**config.mk**
```make
export PLATFORM = sky130hd
export DESIGN_NAME = power_up_reset_clock_start
export DESIGN_NICKNAME = d
export VERILOG_FILES = /design/src/pkg/purcs_pkg.sv /design/src/design/power_up_reset_clock_start.sv
export VERILOG_INCLUDE_DIRS = /design/src /design/src/pkg
export SDC_FILE = /design/constraint.sdc
export NUM_CORES = 1
export LEC_CHECK = 0
export BUFFER_PORTS_ARGS = -buffer_cell sky130_fd_sc_hd__buf_4
export CELL_PAD_IN_SITES_DETAIL_PLACEMENT = 0
export CELL_PAD_IN_SITES_GLOBAL_PLACEMENT = 1
export CORE_UTILIZATION = 37
export DETAILED_ROUTE_END_ITERATION = 10
export PLACE_DENSITY_LB_ADDON = 0.08
export SLEW_MARGIN = 20
export SYNTH_ARGS = -nofsm -noshare
export SYNTH_HDL_FRONTEND = slang
export SYNTH_SLANG_ARGS = --single-unit
export TNS_END_PERCENT = 20
```
**constraint.sdc**
```tcl
create_clock -name clk -period 3.9 [get_ports clk]
set_clock_uncertainty 0.1 [all_clocks]
set_input_delay 0.585 -clock clk [delete_from_list [all_inputs] [get_ports clk]]
set_output_delay 0.585 -clock clk [all_outputs]
set_load 0.01 [all_outputs]
```
**src/pkg/purcs_defines.svh**
```systemverilog
// constants for the power-up reset and clock start sequencer
`ifndef PURCS_DEFINES_SVH
`define PURCS_DEFINES_SVH
`define PURCS_OSC_MHZ          8
`define PURCS_DEF_CLK_MHZ      1
`define PURCS_DIV_WIDTH        3
`define PURCS_DIV_HALF         3'h3
`define PURCS_DIV_LAST         3'h7
`define PURCS_STABLE_CYCLES    16'h0040
`define PURCS_RESET_VECTOR     32'h00000000
`define PURCS_GCLK_COUNT       9
`define PURCS_GCLK_EN_RESET    9'h003
`define PURCS_SYS_CLK_COUNT    8
`define PURCS_SYS_CLK_EN_RESET 8'h0F
`define PURCS_PIN_COUNT        19
`endif

```
**src/pkg/purcs_pkg.sv**
```systemverilog
// types shared by the power-up reset and clock start sequencer
package purcs_pkg;
    typedef enum logic [2:0] {
        PURCS_ST_POR     = 3'h0,
        PURCS_ST_SETTLE  = 3'h1,
        PURCS_ST_CLKSTRT = 3'h2,
        PURCS_ST_RUN     = 3'h3
    } purcs_state_t;

    typedef struct packed {
        logic analogSupplyOk;
        logic coreSupplyOk;
        logic standbyReq;
    } purcs_supply_t;

    typedef struct packed {
        purcs_state_t state;
        logic [15:0]  settleCnt;
        logic [2:0]   divCnt;
        logic         defClk;
        logic         cpuReset;
        logic         coreBodActive;
        logic         lowPowerRegulatorMode;
    } purcs_regs_t;
endpackage : purcs_pkg

```
**src/design/power_up_reset_clock_start.sv**
```systemverilog
// power-up reset sequencing, default clock start and supply monitoring
`include "purcs_defines.svh"

// Summary of operation
// - hold all logic in reset until the analog supply has stayed good for the settle window
// - after release the device runs from a default 1 MHz clock
// - default clock is the 8 MHz oscillator divided by eight, feeding generator 0
// - generator 0 clocks the power manager unit after power-up
// - a default subset of system clocks is enabled at start-up
// - default system clocks are undivided, taking 1 MHz from generator 0
// - all generic clocks but generator 0 and watchdog clock are off at power-up
// - every I/O pin stays high-impedance after power-up
// - processor fetches PC and SP from reset address zero
// - analog-supply power-on monitor is always on, no disable
// - analog supply below threshold applies a full-chip reset
// - core-supply brown-out monitor starts only after start-up completes
// - regulator has normal mode and low-power mode for standby
module power_up_reset_clock_start #(
    parameter int STABLE_CYCLES = `PURCS_STABLE_CYCLES
) (
    input  wire logic                               clk,
    input  wire logic                               arst_n,
    input  wire purcs_pkg::purcs_supply_t           supply,
    output logic                                    coreReset_n,
    output logic                                    cpuResetRelease,
    output logic [31:0]                             resetVector,
    output logic                                    generatorZeroClk,
    output logic                                    powerManagerClk,
    output logic [`PURCS_GCLK_COUNT-1:0]            genericClockEnable,
    output logic [`PURCS_SYS_CLK_COUNT-1:0]         systemClockEnable,
    output logic [`PURCS_SYS_CLK_COUNT-1:0]         systemClockDivided,
    output logic [`PURCS_PIN_COUNT-1:0]             pinOutputEnable,
    output logic                                    coreBodActive,
    output logic                                    coreBrownout,
    output logic                                    lowPowerRegulatorMode
);
    purcs_pkg::purcs_regs_t regsQ;
    purcs_pkg::purcs_regs_t regsD;
    // monitor has no enable: the analog supply flag is read unconditionally
    logic analogLow;
    assign analogLow = !supply.analogSupplyOk;

    always_comb begin
        regsD = regsQ;
        case (regsQ.state)
            purcs_pkg::PURCS_ST_POR: begin
                regsD.settleCnt = '0;
                regsD.cpuReset  = 1'b1;
                if (!analogLow) begin
                    regsD.state = purcs_pkg::PURCS_ST_SETTLE;
                end
            end
            purcs_pkg::PURCS_ST_SETTLE: begin
                // the analog supply must stay good for the whole window before release
                if (regsQ.settleCnt == 16'(STABLE_CYCLES - 1)) begin
                    regsD.state = purcs_pkg::PURCS_ST_CLKSTRT;
                end else begin
                    regsD.settleCnt = regsQ.settleCnt + 16'h0001;
                end
            end
            purcs_pkg::PURCS_ST_CLKSTRT: begin
                regsD.cpuReset      = 1'b0;
                regsD.divCnt        = '0;
                regsD.defClk        = 1'b0;
                regsD.state         = purcs_pkg::PURCS_ST_RUN;
            end
            purcs_pkg::PURCS_ST_RUN: begin
                regsD.coreBodActive = 1'b1;
                regsD.divCnt = regsQ.divCnt + 3'h1;
                if (regsQ.divCnt == `PURCS_DIV_HALF) begin
                    regsD.defClk = 1'b1;
                end else if (regsQ.divCnt == `PURCS_DIV_LAST) begin
                    regsD.defClk = 1'b0;
                end
                regsD.lowPowerRegulatorMode = supply.standbyReq;
            end
            default: begin
                regsD.state = purcs_pkg::PURCS_ST_POR;
            end
        endcase
        if (analogLow) begin
            // full-chip reset from the monitor, in any state
            regsD.state                 = purcs_pkg::PURCS_ST_POR;
            regsD.cpuReset              = 1'b1;
            regsD.divCnt                = '0;
            regsD.defClk                = 1'b0;
            regsD.coreBodActive         = 1'b0;
            regsD.lowPowerRegulatorMode = 1'b0;
        end
    end

    always_ff @(posedge clk or negedge arst_n) begin
        if (!arst_n) begin
            regsQ.state                 <= purcs_pkg::PURCS_ST_POR;
            regsQ.settleCnt             <= '0;
            regsQ.divCnt                <= '0;
            regsQ.defClk                <= 1'b0;
            regsQ.cpuReset              <= 1'b1;
            regsQ.coreBodActive         <= 1'b0;
            regsQ.lowPowerRegulatorMode <= 1'b0;
        end else begin
            regsQ <= regsD;
        end
    end

    assign coreReset_n           = !regsQ.cpuReset;
    assign cpuResetRelease       = !regsQ.cpuReset;
    assign resetVector           = `PURCS_RESET_VECTOR;
    assign generatorZeroClk      = regsQ.defClk;
    assign powerManagerClk       = regsQ.defClk;
    // clock gates fixed at defaults; software reconfiguration lives elsewhere
    assign genericClockEnable    = `PURCS_GCLK_EN_RESET;
    assign systemClockEnable     = `PURCS_SYS_CLK_EN_RESET;
    assign systemClockDivided    = '0;
    assign pinOutputEnable       = '0;
    assign coreBodActive         = regsQ.coreBodActive;
    assign coreBrownout          = regsQ.coreBodActive && !supply.coreSupplyOk;
    assign lowPowerRegulatorMode = regsQ.lowPowerRegulatorMode;

    a_reset_held_low: assert property (@(posedge clk) disable iff (!arst_n)
        !supply.analogSupplyOk |=> !coreReset_n)
        else $error("reset not applied on low analog supply");

    a_release_after_settle: assert property (@(posedge clk) disable iff (!arst_n)
        $rose(coreReset_n) |-> regsQ.settleCnt == 16'(STABLE_CYCLES - 1))
        else $error("reset released before settle window");

    a_clock_period_eight: assert property (@(posedge clk) disable iff (!arst_n)
        ($rose(generatorZeroClk) && supply.analogSupplyOk)
        ##1 supply.analogSupplyOk [*7] |=> $rose(generatorZeroClk))
        else $error("default clock period not eight cycles");

    a_clock_after_release: assert property (@(posedge clk) disable iff (!arst_n)
        !coreReset_n |-> !generatorZeroClk)
        else $error("clock pulse while in reset");

    a_core_bod_start: assert property (@(posedge clk) disable iff (!arst_n)
        coreBodActive |-> coreReset_n)
        else $error("core monitor active before start-up");

    a_pins_tristate: assert property (@(posedge clk) disable iff (!arst_n)
        pinOutputEnable == '0)
        else $error("pin driven after power-up");

    a_manager_clock_gen0: assert property (@(posedge clk) disable iff (!arst_n)
        powerManagerClk == generatorZeroClk)
        else $error("power manager clock differs from generator 0");

    a_gclk_defaults: assert property (@(posedge clk) disable iff (!arst_n)
        genericClockEnable == `PURCS_GCLK_EN_RESET
        && systemClockDivided == '0)
        else $error("generic clock defaults wrong");

    a_regulator_standby: assert property (@(posedge clk) disable iff (!arst_n)
        lowPowerRegulatorMode |-> $past(supply.standbyReq))
        else $error("low-power regulator mode without standby");

    a_low_restarts_seq: assert property (@(posedge clk) disable iff (!arst_n)
        !supply.analogSupplyOk |=> regsQ.state == purcs_pkg::PURCS_ST_POR)
        else $error("sequence not restarted on low analog supply");

    // a counter that skips would shorten the settle window
    a_settle_count_step: assert property (@(posedge clk) disable iff (!arst_n)
        (regsQ.state == purcs_pkg::PURCS_ST_SETTLE && supply.analogSupplyOk
        && regsQ.settleCnt != 16'(STABLE_CYCLES - 1))
        |=> regsQ.settleCnt == $past(regsQ.settleCnt) + 16'h0001)
        else $error("settle counter skipped a cycle");

    a_release_needs_ok: assert property (@(posedge clk) disable iff (!arst_n)
        $rose(coreReset_n) |-> $past(supply.analogSupplyOk))
        else $error("reset released on a low analog supply");

    a_divider_start_zero: assert property (@(posedge clk) disable iff (!arst_n)
        $rose(coreReset_n) |-> regsQ.divCnt == '0 && !generatorZeroClk)
        else $error("divider not cleared at release");

    // first default clock edge lands four cycles into run
    a_clock_first_rise: assert property (@(posedge clk) disable iff (!arst_n)
        ($rose(coreReset_n) && supply.analogSupplyOk)
        ##1 supply.analogSupplyOk [*3] |=> $rose(generatorZeroClk))
        else $error("first default clock edge misplaced");

    a_clock_high_four: assert property (@(posedge clk) disable iff (!arst_n)
        ($rose(generatorZeroClk) && supply.analogSupplyOk)
        ##1 supply.analogSupplyOk [*3] |=> $fell(generatorZeroClk))
        else $error("default clock high phase not four cycles");

    a_bod_after_release: assert property (@(posedge clk) disable iff (!arst_n)
        ($rose(coreReset_n) && supply.analogSupplyOk) |=> coreBodActive)
        else $error("core monitor not started after start-up");

    a_bod_low_clears: assert property (@(posedge clk) disable iff (!arst_n)
        !supply.analogSupplyOk |=> !coreBodActive && !coreBrownout)
        else $error("core monitor left running through chip reset");

    a_brownout_needs_bod: assert property (@(posedge clk) disable iff (!arst_n)
        !coreBodActive |-> !coreBrownout)
        else $error("core brownout reported before start-up");

    a_bod_reports_sag: assert property (@(posedge clk) disable iff (!arst_n)
        coreBodActive && !supply.coreSupplyOk |-> coreBrownout)
        else $error("core supply sag not reported");

    a_regulator_low_clear: assert property (@(posedge clk) disable iff (!arst_n)
        !supply.analogSupplyOk |=> !lowPowerRegulatorMode)
        else $error("regulator mode kept through chip reset");

    a_regulator_follows: assert property (@(posedge clk) disable iff (!arst_n)
        (regsQ.state == purcs_pkg::PURCS_ST_RUN && supply.analogSupplyOk)
        |=> lowPowerRegulatorMode == $past(supply.standbyReq))
        else $error("regulator mode does not follow standby");

    a_sysclk_defaults: assert property (@(posedge clk) disable iff (!arst_n)
        systemClockEnable == `PURCS_SYS_CLK_EN_RESET)
        else $error("system clock defaults wrong");

    a_fetch_vector_zero: assert property (@(posedge clk) disable iff (!arst_n)
        cpuResetRelease |-> coreReset_n && resetVector == `PURCS_RESET_VECTOR)
        else $error("fetch released with wrong vector or in reset");

    a_state_legal: assert property (@(posedge clk) disable iff (!arst_n)
        regsQ.state inside {purcs_pkg::PURCS_ST_POR, purcs_pkg::PURCS_ST_SETTLE,
        purcs_pkg::PURCS_ST_CLKSTRT, purcs_pkg::PURCS_ST_RUN})
        else $error("sequencer state out of range");
endmodule : power_up_reset_clock_start

```
==> results list <==
- Core outline area: 5200 um^2
- Routed wirelength normalized by instance count: 11.3 um
- The worst pin sits at a relative slew slack of 0.476.
- After legalization and detailed placement, the total HPWL measured 2540 um.
* Count of flip-flops with a built-in enable after synthesis: 0
* Setup TNS: 0 ps
* Maximum vdd ir drop: 0.000214 V
- In the synthesized netlist the async set-or-reset flop fraction comes to 1.00.
- Number of standard-cell rows in the floorplan: 26
- The tree built by TritonCTS fans out to 25 sinks.
- STA classifies the critical path endpoint as a register.
- Clock Power Share: 0.222
- Post-cts resize count: 0
* Synth Instances: 229
* Hold buffer count at CTS: 0
* Remaining routing DRC violations: 0
* Min-delay worst type: in2async
- Minimum setup slack after placement: 1580 ps
- Highest clock frequency the design can meet: 0.428 GHz
- The share of the Yosys chip area taken by registers is 0.309.
- Using the TritonRoute via totals, the vias-per-cell ratio works out to 4.32.
* CTS max path bufs: 2
- Post-Route Hold Slack: 106 ps
- The synthesized netlist occupies a cell area of 2030 um^2.
- Commonest non-fill, non-tap cells in the layout: 76 x conb_1, 24 x dfrtp_1, 16 x nor2_1
* Ratio of total power to cell area: 381 nW/um^2
* Post-CTS Setup Bufs: 0
* Internal power contribution: 0.000433 W
- Number of H-tree branching levels: 1
- The run finished with clean final reports.
* Actual transition at the worst max-transition pin: 786 ps
- The floorplan step set the die height to 76.0 um.
- The synthesized design contains 25 register bits.
* Post-synthesis cell type count: 46
* Synthesis Warnings: 0
- The total overflow left after global routing is 0.
- Total number of vias: 1317
* Boundary pin count: 88
* Final number of max-transition violations: 0
* Type of element launching the critical path: register
- After clock tree synthesis, the clock-pin slew on the worst setup and hold paths is 90 ps.
- Setup repair after global routing left no endpoint under its margin.
- In this run the critical register-to-register path is captured at regsQ[22].
- Number of DRC markers after the initial detailed-route iteration: 57
* Total of buffers placed on input and output ports: 11
- The startpoint identified for the worst register-to-register timing path is regsQ[24].
* Final RePlAce weighted congestion: 0.706
* Flop-to-flop setup slack: 1570 ps
- Wire length of the first global-routing pass: 5710 um
- Total length of routed wires: 3450 um
- GRT Overall Usage: 0.120
* Fin worst setup slack: 1570 ps
- Die width: 76.0 um
* Antenna violations before repair: 0
- Post-synthesis to final-layout area growth: -6.29%
* Cell count of the worst reg-to-reg path: 6
- Leakage component of the power: 0.954 nW
* Largest net degree at the start of global routing: 26
* Period utilisation layout: 0.599
* DIE AREA: 5780 um^2
* Most common library cell in the layout ignoring fill and taps: conb_1
- Of the total power, combinational logic draws 0.360.
- Initial Util: 0.390
- Minimum period implied by the final worst setup slack: 2330 ps
- Critical setup path kind: reg2reg
* Detailed Routing Iterations Pass 1: 4
- For this design the total switching power over the nets is 0.000292 W.
- The number of antenna diodes in the final layout is 0.
* Via count of the first global-routing pass: 1130
- The share of total power dissipated in sequential elements is 0.418.
- In this run the mean area of a mapped cell was 8.86 um^2.
- The hold violation count in the final report is 0.
* Critical path data required time: 3970 ps
- Data on the critical path arrives at its endpoint at 2400 ps.
* Share of the core filled with cells: 0.365
- Of the total power, the share spent switching nets is 0.402.
- Clock latency at the later pin of the worst-skew pair: 270 ps
- Clock tree from TritonCTS: built
* Final setup violation count: 0
- Share of cells above drive strength 1: 0.0894
- Max-cap violations in this run came to 0.
- Total instance count after detailed placement: 301
- Counting the buffers created by CTS gives 3.
- Number of nets still failing antenna checks after routing: 0
- Main flop type after synthesis: dfrtp_1
* Worst-path maximum fanout: 24
* Post-layout instance count excluding filler cells: 305
- In the final design database the tool counted 249 nets.
- The tree is rooted in a clkbuf_8.
## power groups by stage
| stage | registers (W) | clock network (W) | logic, W |
|---|---|---|---|
| 4_1_cts | 0.000303 | 0.000166 | 0.000261 |
| 3_3_place_gp | 0.000310 | 0 | 0.000266 |
| 2_1_floorplan | 0.000305 | 0 | 0.000253 |
| 6_report | 0.000303 | 0.000161 | 0.000261 |
| 5_1_grt | 0.000307 | 0.000175 | 0.000296 |
| 3_5_place_dp | 0.000308 | 0 | 0.000261 |
## stage by stage
step,power (W),cell area [um^2]
5_1_grt,0.000778,1900
3_5_place_dp,0.000569,1860
4_1_cts,0.000731,1900
2_1_floorplan,0.000558,2310
6_report,0.000725,1900
3_3_place_gp,0.000575,1860
## sequential cells by signal (all words and copies together) (netlist names)
register	cells
coreBodActive	1
generatorZeroClk	1
lowPowerRegulatorMode	1
regsQ	22
## cell type report
class | instances | area [um^2]
clock buffer | 4 | 45.0
fill | 558 | 3300
inverter | 10 | 37.5
tap | 70 | 87.6
timing repair buffer | 11 | 82.6
multi-input combinational | 185 | 1020
sequential | 25 | 627
## cell usage after synthesis (2+ instances only)
cell | count | area [um^2]
nand2_1 | 10 | 37.5
o21ai_0 | 5 | 25.0
a31oi_1 | 2 | 12.5
o211ai_1 | 2 | 15.0
conb_1 | 2 | 7.51
xnor2_1 | 2 | 17.5
buf_4 | 78 | 586
o311ai_0 | 2 | 17.5
nor2b_1 | 3 | 18.8
inv_1 | 10 | 37.5
nor4_1 | 4 | 25.0
nand2b_1 | 3 | 18.8
a21oi_1 | 5 | 25.0
a41oi_1 | 2 | 17.5
a211oi_1 | 2 | 15.0
buf_6 | 2 | 22.5
nor3_1 | 2 | 10.0
ha_1 | 8 | 100
nand3_1 | 12 | 60.1
nor2_1 | 16 | 60.1
nand4_1 | 4 | 25.0
mux2i_1 | 5 | 50.1
dfrtp_1 | 24 | 601
buf_1 | 2 | 7.51
## how the worst max path moves through the flow
stage / from / end / slack [ps]
6_report: regsQ[24] / regsQ[22] / 1570
2_1_floorplan: regsQ[7] / regsQ[13] / 2060
5_1_grt: regsQ[24] / regsQ[22] / 1290
3_3_place_gp: regsQ[24] / regsQ[22] / 1640
4_1_cts: regsQ[24] / regsQ[22] / 1560
3_5_place_dp: regsQ[24] / regsQ[22] / 1580
## layer usage
layer | GRT usage | wire, um
met1 | 0.167 | 1620
met5 | 0 | 0
met2 | 0.198 | 1660
met4 | 0.0115 | 12
met3 | 0.0263 | 156
## logic make-up (layout without fill, tap and decap cells)
| kind of cell | after synthesis | count (layout) | synth area share |
|---|---|---|---|
| other cells | 2 | 76 | 0.00370 |
| xor+xnor | 2 | 2 | 0.00864 |
| buf+inv | 93 | 25 | 0.324 |
| flops | 25 | 25 | 0.309 |
| simple gates | 63 | 63 | 0.167 |
| mux | 5 | 5 | 0.0247 |
| fa+ha+maj | 8 | 8 | 0.0494 |
| compound gates | 31 | 31 | 0.113 |
## worst max-delay path: stages, from the launching register on
cell	delay (ps)
dfrtp_1	430
inv_1	100
ha_1	670
nand4_1	230
nor4_2	360
a21oi_1	120
a31o_2	230
Power figures use the tool's default switching activity.
